$ cat config.mk
export PLATFORM = sky130hd
export DESIGN_NAME = cache_parameter_enumeration
export DESIGN_NICKNAME = d
export VERILOG_FILES = /design/src/logic/cache_param_pkg.sv /design/src/logic/cache_param_if.sv /design/src/logic/cache_desc_table.sv /design/src/logic/cache_parameter_enumeration.sv
export VERILOG_INCLUDE_DIRS = /design/src /design/src/logic
export SDC_FILE = /design/constraint.sdc
export NUM_CORES = 1
export LEC_CHECK = 0
export ABC_CLOCK_PERIOD_IN_PS = 4300
export BUFFER_PORTS_ARGS = -buffer_cell sky130_fd_sc_hd__buf_4
export CAP_MARGIN = 20
export CORE_MARGIN = 2
export CORE_UTILIZATION = 40
export CTS_CLUSTER_SIZE = 16
export DETAILED_ROUTE_END_ITERATION = 7
export PLACE_DENSITY_LB_ADDON = 0.1
export SETUP_SLACK_MARGIN = 0.15
export SYNTH_ARGS = -nofsm -noshare
export SYNTH_HDL_FRONTEND = slang
export SYNTH_HIERARCHICAL = 1
export SYNTH_SLANG_ARGS = --single-unit
$ cat constraint.sdc
create_clock -name i_clk_sys -period 4.3 [get_ports i_clk_sys]
set_input_delay 0.86 -clock i_clk_sys [delete_from_list [all_inputs] [get_ports i_clk_sys]]
set_output_delay 0.86 -clock i_clk_sys [all_outputs]
set_load 0.01 [all_outputs]
$ cat src/logic/cache_param_map.svh
// Offsets, field positions and encodings of the cache parameter answer words
`ifndef CACHE_PARAM_MAP_SVH
`define CACHE_PARAM_MAP_SVH
`define TYPE_LSB 0
`define TYPE_MSB 4
`define LEVEL_LSB 5
`define LEVEL_MSB 7
`define SELF_INIT_BIT 8
`define FULLY_ASSOC_BIT 9
`define RSVD_LSB 10
`define RSVD_MSB 13
`define SHARE_LSB 14
`define SHARE_MSB 25
`define CORES_LSB 26
`define CORES_MSB 31
`define LINE_LSB 0
`define LINE_MSB 11
`define PART_LSB 12
`define PART_MSB 21
`define WAYS_LSB 22
`define WAYS_MSB 31
`define TYPE_NULL 5'h00
`define TYPE_DATA 5'h01
`define TYPE_INSTR 5'h02
`define TYPE_UNIFIED 5'h03
`define LEGACY_LEAF_BIT 22
`define LEAF_LOW_LIMIT 32'h00000003
`define LEAF_EXT_BASE 32'h80000000
`define LEAF_CACHE_PARAM 32'h00000004
`define DESC_STRIDE_64 8'hf0
`define DESC_STRIDE_128 8'hf1
`define STRIDE_DEFAULT 8'h40
`define STRIDE_128 8'h80
`define STRIDE_LEGACY_NONE 8'h20
`endif

$ cat src/logic/cache_param_pkg.sv
// Types for the cache parameter enumeration block
package cache_param_pkg;
    typedef struct packed {
        logic [4:0] cache_type;
        logic [2:0] level;
        logic self_init;
        logic fully_assoc;
        logic [11:0] share_m1;
        logic [5:0] cores_m1;
        logic [11:0] line_m1;
        logic [9:0] part_m1;
        logic [9:0] ways_m1;
        logic [31:0] sets_m1;
        logic [7:0] stride;
    } cache_desc_t;
    typedef enum logic [1:0] {
        ST_IDLE = 2'b00,
        ST_ANSWER = 2'b01
    } query_state_t;
endpackage

$ cat src/logic/cache_param_if.sv
// Index-to-descriptor lookup link between query logic and the table
`timescale 1ns/1ps
`default_nettype none
interface cache_param_if;
    logic [31:0] index;
    cache_param_pkg::cache_desc_t desc;
    modport query (output index, input desc);
    modport table_side (input index, output desc);
endinterface
`default_nettype wire

$ cat src/logic/cache_desc_table.sv
// Constant per-level cache descriptor table
`timescale 1ns/1ps
`default_nettype none
`include "cache_param_map.svh"
module cache_desc_table #(
    parameter int NUM_LEVELS = 4
) (
    cache_param_if.table_side lk
);
    // A one-level table still needs a one-bit select
    localparam int IDX_W = (NUM_LEVELS > 1) ? $clog2(NUM_LEVELS) : 1;
    cache_param_pkg::cache_desc_t tbl [NUM_LEVELS];
    // Plain example geometry; each level is 32 KiB to 256 KiB
    for (genvar i = 0; i < NUM_LEVELS; i++) begin : g_level
        assign tbl[i].cache_type = (i == 1) ? `TYPE_INSTR
                                   : ((i == 0) ? `TYPE_DATA : `TYPE_UNIFIED);
        assign tbl[i].level = (i < 2) ? 3'h1 : 3'(i);
        assign tbl[i].self_init = 1'b1;
        assign tbl[i].fully_assoc = 1'b0;
        assign tbl[i].share_m1 = (i < 3) ? 12'h001 : 12'h007;
        assign tbl[i].cores_m1 = 6'h03;
        assign tbl[i].line_m1 = 12'h03f;
        assign tbl[i].part_m1 = 10'h000;
        assign tbl[i].ways_m1 = (i < 2) ? 10'h007 : 10'h00f;
        assign tbl[i].sets_m1 = (i < 2) ? 32'h0000003f : 32'h000000ff;
        assign tbl[i].stride = (i == 1) ? 8'h00 : `STRIDE_DEFAULT;
    end
    always_comb begin
        lk.desc = '0;
        if (lk.index < 32'(NUM_LEVELS)) begin
            lk.desc = tbl[lk.index[IDX_W-1:0]];
        end
    end
endmodule
`default_nettype wire

$ cat src/logic/cache_parameter_enumeration.sv
// Answers the identification query for the cache parameter leaf
// How it works
// - Type in bits 4:0 (0 none,1 data,2 instr,3 unified); level from one.
// - Bit 8 marks self-initialising cache; bit 9 marks fully associative.
// - Bits 25:14 hold maximum logical processors sharing this cache, offset coded.
// - Bits 31:26 hold maximum cores per package minus one.
// - Second word bits 11:0 hold coherency line size in bytes minus one.
// - Second word bits 21:12 hold physical line partitions minus one.
// - Second word bits 31:22 hold ways of associativity minus one.
// - Third word is set count minus one; size is product of fields plus one.
// - Leaves above 3 below the extended base hidden while legacy bit set.
// - Report per-level prefetch stride used by the four prefetch hints.
// - Without the leaf, descriptor f0 means 64 bytes, f1 means 128.
`timescale 1ns/1ps
`default_nettype none
`include "cache_param_map.svh"
module cache_parameter_enumeration #(
    parameter int NUM_LEVELS = 4
) (
    // Clock and reset
    input wire logic i_clk_sys,
    input wire logic i_rst_n,
    // Query
    input wire logic i_query_valid,
    input wire logic [31:0] i_leaf,
    input wire logic [31:0] i_index,
    input wire logic [31:0] i_misc_enable,
    input wire logic [7:0] i_legacy_desc,
    // Answer
    output logic o_answer_valid,
    output logic [31:0] o_first_answer_word,
    output logic [31:0] o_second_answer_word,
    output logic [31:0] o_cache_set_count_word,
    output logic [31:0] o_reserved_answer_word,
    output logic o_leaf_visible,
    output logic [7:0] o_prefetch_stride,
    output logic o_stride_applies
);
    // The level field is three bits, so seven levels is the most it can name
    if (NUM_LEVELS < 1 || NUM_LEVELS > 7) begin : g_bad_levels
        $error("NUM_LEVELS must be 1..7");
    end

    cache_param_if lk ();
    cache_desc_table #(.NUM_LEVELS(NUM_LEVELS)) u_table (.lk(lk));

    cache_param_pkg::query_state_t state, next_state;
    logic answer_valid, next_answer_valid;
    logic [31:0] w0, next_w0;
    logic [31:0] w1, next_w1;
    logic [31:0] w2, next_w2;
    logic [31:0] w3, next_w3;
    logic visible, next_visible;
    logic [7:0] stride, next_stride;
    logic applies, next_applies;
    logic leaf_hidden;
    logic is_cache_leaf;

    assign lk.index = i_index;
    // Leaf hidden when the legacy limit bit is set and the leaf is in range
    assign leaf_hidden = i_misc_enable[`LEGACY_LEAF_BIT] && (i_leaf > `LEAF_LOW_LIMIT)
                         && (i_leaf < `LEAF_EXT_BASE);
    assign is_cache_leaf = (i_leaf == `LEAF_CACHE_PARAM) && !leaf_hidden;

    always_comb begin
        next_state = state;
        next_answer_valid = 1'b0;
        next_w0 = w0;
        next_w1 = w1;
        next_w2 = w2;
        next_w3 = '0;
        next_visible = visible;
        next_stride = stride;
        next_applies = applies;
        unique case (state)
            cache_param_pkg::ST_IDLE: begin
                if (i_query_valid) begin
                    next_state = cache_param_pkg::ST_ANSWER;
                    next_answer_valid = 1'b1;
                    next_visible = !leaf_hidden;
                    next_w0 = '0;
                    next_w1 = '0;
                    next_w2 = '0;
                    if (is_cache_leaf) begin
                        next_w0[`TYPE_MSB:`TYPE_LSB] = lk.desc.cache_type;
                        next_w0[`LEVEL_MSB:`LEVEL_LSB] = lk.desc.level;
                        next_w0[`SELF_INIT_BIT] = lk.desc.self_init;
                        next_w0[`FULLY_ASSOC_BIT] = lk.desc.fully_assoc;
                        next_w0[`SHARE_MSB:`SHARE_LSB] = lk.desc.share_m1;
                        next_w0[`CORES_MSB:`CORES_LSB] = lk.desc.cores_m1;
                        next_w1[`LINE_MSB:`LINE_LSB] = lk.desc.line_m1;
                        next_w1[`PART_MSB:`PART_LSB] = lk.desc.part_m1;
                        next_w1[`WAYS_MSB:`WAYS_LSB] = lk.desc.ways_m1;
                        next_w2 = lk.desc.sets_m1;
                        // Stride is kept apart from the line size on purpose
                        next_stride = (lk.desc.stride == 8'h00) ? `STRIDE_DEFAULT
                                      : lk.desc.stride;
                        next_applies = (lk.desc.cache_type == `TYPE_DATA) ||
                                       (lk.desc.cache_type == `TYPE_UNIFIED);
                    end else begin
                        // Legacy path when the query is not for the parameter leaf or that leaf is hidden
                        if (i_legacy_desc == `DESC_STRIDE_64) begin
                            next_stride = `STRIDE_DEFAULT;
                        end else if (i_legacy_desc == `DESC_STRIDE_128) begin
                            next_stride = `STRIDE_128;
                        end else begin
                            next_stride = `STRIDE_LEGACY_NONE;
                        end
                        next_applies = 1'b1;
                    end
                end
            end
            cache_param_pkg::ST_ANSWER: begin
                next_state = cache_param_pkg::ST_IDLE;
            end
            default: begin
                next_state = cache_param_pkg::ST_IDLE;
            end
        endcase
    end

    always_ff @(posedge i_clk_sys) begin
        if (!i_rst_n) begin
            state <= cache_param_pkg::ST_IDLE;
            answer_valid <= 1'b0;
            w0 <= '0;
            w1 <= '0;
            w2 <= '0;
            w3 <= '0;
            visible <= 1'b0;
            stride <= 8'h00;
            applies <= 1'b0;
        end else begin
            state <= next_state;
            answer_valid <= next_answer_valid;
            w0 <= next_w0;
            w1 <= next_w1;
            w2 <= next_w2;
            w3 <= next_w3;
            visible <= next_visible;
            stride <= next_stride;
            applies <= next_applies;
        end
    end

    assign o_answer_valid = answer_valid;
    assign o_first_answer_word = w0;
    assign o_second_answer_word = w1;
    assign o_cache_set_count_word = w2;
    assign o_reserved_answer_word = w3;
    assign o_leaf_visible = visible;
    assign o_prefetch_stride = stride;
    assign o_stride_applies = applies;

    property p_reserved_zero;
        @(posedge i_clk_sys) disable iff (!i_rst_n)
        o_answer_valid |-> (o_first_answer_word[`RSVD_MSB:`RSVD_LSB] == 4'h0)
                           && (o_reserved_answer_word == 32'h0);
    endproperty
    a_reserved_zero: assert property (p_reserved_zero) else $error("reserved bits nonzero");

    property p_hidden_leaf;
        @(posedge i_clk_sys) disable iff (!i_rst_n)
        (i_query_valid && state == cache_param_pkg::ST_IDLE && leaf_hidden)
        |=> (!o_leaf_visible && o_first_answer_word == 32'h0 && o_answer_valid);
    endproperty
    a_hidden_leaf: assert property (p_hidden_leaf) else $error("hidden leaf answered");

    property p_type_field;
        @(posedge i_clk_sys) disable iff (!i_rst_n)
        (i_query_valid && state == cache_param_pkg::ST_IDLE && is_cache_leaf)
        |=> o_first_answer_word[`TYPE_MSB:`TYPE_LSB] == $past(lk.desc.cache_type);
    endproperty
    a_type_field: assert property (p_type_field) else $error("cache type wrong");

    property p_level_nonzero;
        @(posedge i_clk_sys) disable iff (!i_rst_n)
        (o_answer_valid && o_first_answer_word[`TYPE_MSB:`TYPE_LSB] != `TYPE_NULL)
        |-> o_first_answer_word[`LEVEL_MSB:`LEVEL_LSB] != 3'h0;
    endproperty
    a_level_nonzero: assert property (p_level_nonzero) else $error("level zero");

    property p_flags;
        @(posedge i_clk_sys) disable iff (!i_rst_n)
        (i_query_valid && state == cache_param_pkg::ST_IDLE && is_cache_leaf)
        |=> o_first_answer_word[`FULLY_ASSOC_BIT:`SELF_INIT_BIT]
            == $past({lk.desc.fully_assoc, lk.desc.self_init});
    endproperty
    a_flags: assert property (p_flags) else $error("flags wrong");

    property p_sharing;
        @(posedge i_clk_sys) disable iff (!i_rst_n)
        (i_query_valid && state == cache_param_pkg::ST_IDLE && is_cache_leaf)
        |=> o_first_answer_word[`SHARE_MSB:`SHARE_LSB] == $past(lk.desc.share_m1)
            && o_first_answer_word[`CORES_MSB:`CORES_LSB] == $past(lk.desc.cores_m1);
    endproperty
    a_sharing: assert property (p_sharing) else $error("sharing counts wrong");

    property p_geometry;
        @(posedge i_clk_sys) disable iff (!i_rst_n)
        (i_query_valid && state == cache_param_pkg::ST_IDLE && is_cache_leaf)
        |=> o_second_answer_word == $past({lk.desc.ways_m1, lk.desc.part_m1, lk.desc.line_m1})
            && o_cache_set_count_word == $past(lk.desc.sets_m1);
    endproperty
    a_geometry: assert property (p_geometry) else $error("geometry wrong");

    property p_stride_default;
        @(posedge i_clk_sys) disable iff (!i_rst_n)
        (i_query_valid && state == cache_param_pkg::ST_IDLE && is_cache_leaf
         && lk.desc.stride == 8'h00) |=> o_prefetch_stride == `STRIDE_DEFAULT;
    endproperty
    a_stride_default: assert property (p_stride_default) else $error("default stride");

    property p_legacy_stride;
        @(posedge i_clk_sys) disable iff (!i_rst_n)
        (i_query_valid && state == cache_param_pkg::ST_IDLE && !is_cache_leaf)
        |=> o_prefetch_stride == (($past(i_legacy_desc) == `DESC_STRIDE_64) ? `STRIDE_DEFAULT :
            (($past(i_legacy_desc) == `DESC_STRIDE_128) ? `STRIDE_128 : `STRIDE_LEGACY_NONE));
    endproperty
    a_legacy_stride: assert property (p_legacy_stride) else $error("legacy stride");

    property p_pulse;
        @(posedge i_clk_sys) disable iff (!i_rst_n)
        o_answer_valid |=> !o_answer_valid;
    endproperty
    a_pulse: assert property (p_pulse) else $error("answer valid stuck");

    property p_stride_given;
        @(posedge i_clk_sys) disable iff (!i_rst_n)
        (i_query_valid && state == cache_param_pkg::ST_IDLE && is_cache_leaf
         && lk.desc.stride != 8'h00) |=> o_prefetch_stride == $past(lk.desc.stride);
    endproperty
    a_stride_given: assert property (p_stride_given) else $error("given stride lost");

    property p_applies;
        @(posedge i_clk_sys) disable iff (!i_rst_n)
        (i_query_valid && state == cache_param_pkg::ST_IDLE && is_cache_leaf)
        |=> o_stride_applies == ($past(lk.desc.cache_type) inside {`TYPE_DATA, `TYPE_UNIFIED});
    endproperty
    a_applies: assert property (p_applies) else $error("stride use flag wrong");

    property p_legacy_applies;
        @(posedge i_clk_sys) disable iff (!i_rst_n)
        (i_query_valid && state == cache_param_pkg::ST_IDLE && !is_cache_leaf)
        |=> o_stride_applies;
    endproperty
    a_legacy_applies: assert property (p_legacy_applies) else $error("legacy flag");

    property p_legacy_words;
        @(posedge i_clk_sys) disable iff (!i_rst_n)
        (i_query_valid && state == cache_param_pkg::ST_IDLE && !is_cache_leaf)
        |=> o_first_answer_word == 32'h0 && o_second_answer_word == 32'h0
            && o_cache_set_count_word == 32'h0;
    endproperty
    a_legacy_words: assert property (p_legacy_words) else $error("words not zero");

    property p_visible;
        @(posedge i_clk_sys) disable iff (!i_rst_n)
        (i_query_valid && state == cache_param_pkg::ST_IDLE)
        |=> o_leaf_visible == !$past(leaf_hidden);
    endproperty
    a_visible: assert property (p_visible) else $error("visibility wrong");

    property p_null_beyond;
        @(posedge i_clk_sys) disable iff (!i_rst_n)
        (i_query_valid && state == cache_param_pkg::ST_IDLE && is_cache_leaf
         && i_index >= 32'(NUM_LEVELS))
        |=> o_first_answer_word[`TYPE_MSB:`TYPE_LSB] == `TYPE_NULL;
    endproperty
    a_null_beyond: assert property (p_null_beyond) else $error("missing null type");

    property p_taken;
        @(posedge i_clk_sys) disable iff (!i_rst_n)
        (i_query_valid && state == cache_param_pkg::ST_IDLE)
        |=> o_answer_valid;
    endproperty
    a_taken: assert property (p_taken) else $error("query not answered");

    property p_refused;
        @(posedge i_clk_sys) disable iff (!i_rst_n)
        !(i_query_valid && state == cache_param_pkg::ST_IDLE)
        |=> !o_answer_valid;
    endproperty
    a_refused: assert property (p_refused) else $error("answer without query");

    property p_words_hold;
        @(posedge i_clk_sys) disable iff (!i_rst_n)
        !o_answer_valid |-> $stable(o_first_answer_word) && $stable(o_second_answer_word)
            && $stable(o_cache_set_count_word) && $stable(o_prefetch_stride);
    endproperty
    a_words_hold: assert property (p_words_hold) else $error("answer changed early");

    c_data: cover property (@(posedge i_clk_sys) disable iff (!i_rst_n)
        o_answer_valid && o_first_answer_word[`TYPE_MSB:`TYPE_LSB] == `TYPE_DATA);
    c_null: cover property (@(posedge i_clk_sys) disable iff (!i_rst_n)
        o_answer_valid && o_leaf_visible && o_first_answer_word == 32'h0);
    c_hidden: cover property (@(posedge i_clk_sys) disable iff (!i_rst_n)
        o_answer_valid && !o_leaf_visible);
    c_legacy128: cover property (@(posedge i_clk_sys) disable iff (!i_rst_n)
        o_answer_valid && o_prefetch_stride == `STRIDE_128);
endmodule
`default_nettype wire

# == Yosys cells after proc, flatten, opt, wreduce, memory -nomap -nowiden ==
# Index checks and enable logic that the tools add are counted.
# word_totals
wordCells,41
regBits,104
# classes
mux,14
n_lt_le_gt_ge,4
reduce_logical,9
n_bitwise,1
n_eq_ne,5
# op_table
cell,n
100-bit two-way mux,3
100-bit binary-select mux with 2-bit select,1
32-bit two-way mux,2
"32-bit by 3-bit == test with 1-bit output, second input constant",1
"32-bit by 2-bit greater-than comparator with 1-bit output, second input constant",1
"32-bit by 3-bit < comparator with 1-bit output, second input constant",1
"32-bit < comparator, second input constant",1
8-bit two-way mux,4
18-bit two-way mux,1
"8-bit == test, second input constant",2
10-bit two-way mux,1
8-bit logical NOT,1
"5-bit by 1-bit == test with 1-bit output, second input constant",1
"5-bit by 2-bit == test with 1-bit output, second input constant",1
2-bit AND reduction,2
"3-bit greater-or-equal comparator, second input constant",1
1-bit logical AND,3
2-bit NOT with 3-bit output,1
2-bit logical NOT,1
1-bit two-way mux,2
1-bit logical NOT,1
1-bit logical OR,1

# == Depth between registers and ports, before layout ==
# depth
depth_word,8
ltp_mapped,6

# == Modules after synthesis ==
# Netlist, hierarchy kept.
# modules_own_cells
module,area_per_inst_um2,cells_each,n_inst,seq_area_each_um2
cache_parameter_enumeration,3599.7,306,1,2082.0
cache_desc_table,884.6,117,1,0.0

# == Worst setup path after synthesis ==
# No wires, ideal clock.
# synth_path
kind,input to register
from,input i_index[15]
to,register w2[1] (netlist: o_cache_set_count_word[1])
arrival_time_ns,2.793
path_stages,5
setup_ns,0.059
setup_slack_ns,1.448
cell_sequence,nor4_2 -> nand4_2 -> nor3_1 -> buf_4 -> a22o_1
# synth_rtl
item,line_no,text
start: declaration,cache_parameter_enumeration.sv:26,"input wire logic [31:0] i_index,"
end signal: assignment,cache_parameter_enumeration.sv:138,w2 <= next_w2;
end: declaration,cache_parameter_enumeration.sv:51,"logic [31:0] w2, next_w2;"

# == Final worst setup path ==
# layout_path
from,input i_index[27]
to,register applies (netlist: o_stride_applies)
# layout_between
elab_chain_cells,5
word_cells_on_any_way,6
cone_classes,order compare: 1; eq/ne: 2; mux: 2; reduce/logical: 1
# layout_lines
item,line_no,text
32-bit by 3-bit < comparator with 1-bit output *,cache_desc_table.sv:30,if (lk.index < 32'(NUM_LEVELS)) begin
100-bit two-way mux *,cache_desc_table.sv:30,
5-bit by 1-bit == test with 1-bit output (no source line) or 5-bit by 2-bit == test with 1-bit output (tied branches),--,
1-bit logical OR *,cache_parameter_enumeration.sv:98,next_applies = (lk.desc.cache_type == `TYPE_DATA) ||
1-bit two-way mux *,cache_parameter_enumeration.sv:84,if (is_cache_leaf) begin
end signal: assignment,cache_parameter_enumeration.sv:142,applies <= next_applies;
end: declaration,cache_parameter_enumeration.sv:55,"logic applies, next_applies;"
# Mark *: on every way between the ends. The rest lies on a longest branch, timed or not.
# A chain may end at the register's enable or synchronous reset.

==> summary.md <==
| Metric | Value |
|---|---|
| Net Switching | `~400 uW` |
| Ant diodes | `0` |
| CTS tree | `yes` |
| H-tree depth | `3` |
| DRT Wirelength | `roughly 9500 microns` |
| Synth Warn # | `6` |
| Pwr Density | `308 nW/um^2` |
| Hold Path Class | `flip-flop to flip-flop` |
| Vias in the first global route | `roughly 3000` |
| Post-Syn Area | `~4500 sq um` |
| FF+latch count, synth | `104` |
| Post-synthesis cell count | `423` |
| Crit Path Max Fanout | `6` |
| Final setup viols | `0` |
| Die width | `110 microns` |
| Seq pwr share | `56.5%` |
| Yosys top cell area share | `46.4%` |
| Final max-slew violation count | `0` |
| Mapped Avg Cell Area | `10.6 sq um` |
| Clock Skews | `8.61 ps` |
| Initial cell density of the core | `41.2%` |
| Detailed-route via count | `3172` |
| Drt wl/cell | `13.3 microns` |
| Die H | `around 110 microns` |
| Max-cap violations | `0` |
| Fill cell count | `between 1000 and 1500` |
| Resize count post-CTS | `0` |
| Worst-margin pin slew | `1050 ps` |
| Worst setup EP type | `flip-flop` |
| Layout Nets | `about 680` |
| Share of layout cells above drive strength 1 | `36.2%` |
| TritonCTS Buffers | `9` |
| Clock Tree Buf Depth | `2` |
| Relative slew slack | `about 30%` |
| Setup TNS | `0 ps` |
| Drt via density | `4.44` |
| First-pass GRT wire length | `approximately 15000 microns` |
| Most numerous cell in the Yosys netlist | `buf_4` |
| Post-synth top cells | `buf_4 (132), dfxtp_1 (104), a22o_1 (97)` |
| RSZ-0062 raised after global routing | `no` |
| Global-route total usage across every layer | `between 10% and 20%` |
| Worst Hold Launch | `o_first_answer_word[15]$_SDFFE_PN0P_` |
| P&R area growth vs syn | `23.9%` |
| Initial antenna violation count | `0` |
| Core area | `10900 sq um` |
| IO buf count | `178` |
| Grt ovf | `0` |
| Cell Rows | `38` |
| Critical Path AT | `roughly 3000 ps` |
| EDFF count, synth | `0` |
| Ports | `246` |
| CP startpoint kind | `input port` |
| Initial DRC count | `about 140` |
| DRC violations left | `0` |
| Register area share after synthesis | `46.4%` |
| Fmax | `between 300 and 400 MHz` |
| Post-CTS Setup Bufs | `0` |
| Antenna-violating nets left | `0` |
| Clk sink count | `104` |
| Maximum vdd ir drop | `0.000229 V` |
| Clock Latency Late Sink | `approximately 350 ps` |
| Register area | `2080 sq um` |
| Post-synth cell types | `33` |
| Total die area | `12100 sq um` |
| Hold Fails Final Rpt | `0` |
| Setup CP Type | `input port to flip-flop` |
| Clk pwr share | `36.4%` |
| Status | `complete, no violations` |
| Tmin final | `2690 ps` |
| Period Utilization, post-route | `62.6%` |
| Hold buffers post-CTS | `0` |
| DR pass1 iterations | `4` |
| Post-synth ARST share | `0%` |
| Design Area, Final | `5550 sq um` |
| Largest net degree at the start of global routing | `98` |
| Synth area leaders | `dfxtp_1 (46%), buf_4 (22%), a22o_1 (19%)` |
| Pleak | `0.00264 uW` |
| Root buffer cell | `clkbuf_8` |
| Required @ worst endpoint | `4580 ps` |
| Worst setup path start | `i_index[27]` |
| Pint | `1310 uW` |
| Placed Area | `approximately 5300 sq um` |
| RePlAce Congestion | `0.770` |
| Area of the multi-input gates | `1720 sq um` |
| Clock-pin slew on the worst setup and hold paths | `90 ps` |
| Leading area contributor after synthesis | `dfxtp_1` |
| Combinational power share | `7.1%` |
| R2R Path Start | `state[0]$_SDFFE_PN0P_` |
| Sw Share | `23.4%` |
| Hpwl dp | `6750 microns` |
| Top FF cell, synth | `dfxtp_1` |
==> power groups by stage <==
stage,registers (uW),logic [uW],clock network [uW]
detailed placement,991,121,0
CTS,968,121,647
finish,968,122,623
global route,969,136,692
global placement,990,119,0
floorplan,992,121,0
==> routing by layer <==
metal  routed length (microns)  global-route usage, %  share of wire, %
met2                      4590                   26.5                48
met5                         0                      0                 0
met1                      4180                   20.2                44
met4                       110                   5.70               1.2
met3                       599                   3.08               6.3
==> metrics by stage <==
| step | setup slack, ps | util (%) | hold WS, ps | total power, uW | std cells |
|---|---|---|---|---|---|
| 3_3_place_gp | 1290 | 49.1 | 463 | 1110 | 698 |
| 2_1_floorplan | 1450 | - | 519 | 1110 | 528 |
| 3_5_place_dp | 1240 | 49.1 | 465 | 1110 | 698 |
| 6_report | 1610 | 51.0 | 487 | 1710 | 714 |
| 5_1_grt | 1510 | 51.0 | 507 | 1800 | 714 |
| 4_1_cts | 1610 | 51.0 | 492 | 1740 | 714 |
==> critical path, stage by stage <==
cell and delay, ps:
buf_4 110, nor4_2 310, nand4_2 280, a2111oi_2 610, or4b_2 630, a31oi_1 170
==> final cells by class <==
cell class,count,area share [%]
Multi-Input combinational cell,269,30.9
Inverter,4,0.270
Tap cell,140,3.15
Sequential cell,104,37.5
Clock buffer,11,2.55
Clock inverter,5,1.17
Timing Repair Buffer,181,24.5
==> layout by cell type (no fill, tap or decap), drive strengths merged, types with 2 or more instances in the layout <==
cell type	n
a2111oi	2
a21oi	2
a22o	97
a31oi	2
buf	181
clkbuf	11
clkinvlp	2
conb	107
dfxtp	104
inv	5
nand2	3
nand2b	2
nand3	2
nand4	5
nor2	5
nor2b	2
nor3	7
nor4	16
o21ai	4
or3	3
==> sequential cells by signal (all words and copies together) (netlist names) <==
register	flops
o_leaf_visible	1
o_prefetch_stride	8
state	1
o_answer_valid	1
o_cache_set_count_word	32
o_first_answer_word	28
o_stride_applies	1
o_second_answer_word	32
==> logic make-up after synthesis <==
logic type	synth area share (%)
flops	46.4
simple gates	7.78
compound gates	21.4
other cells	0.167
buf+inv	24.2
==> worst paths after layout <==
kind	slack (ps)	endpoint	cells after the start
hold / removal	490	o_first_answer_word[15]$_SDFFE_PN0P_	1
setup reg to reg	2510	o_cache_set_count_word[8]$_SDFFE_PN0P_	3
setup / recovery	1610	o_stride_applies$_SDFFE_PN0P_	6
hold reg to reg	490	o_first_answer_word[15]$_SDFFE_PN0P_	1
(Power assumes the default switching activity.)
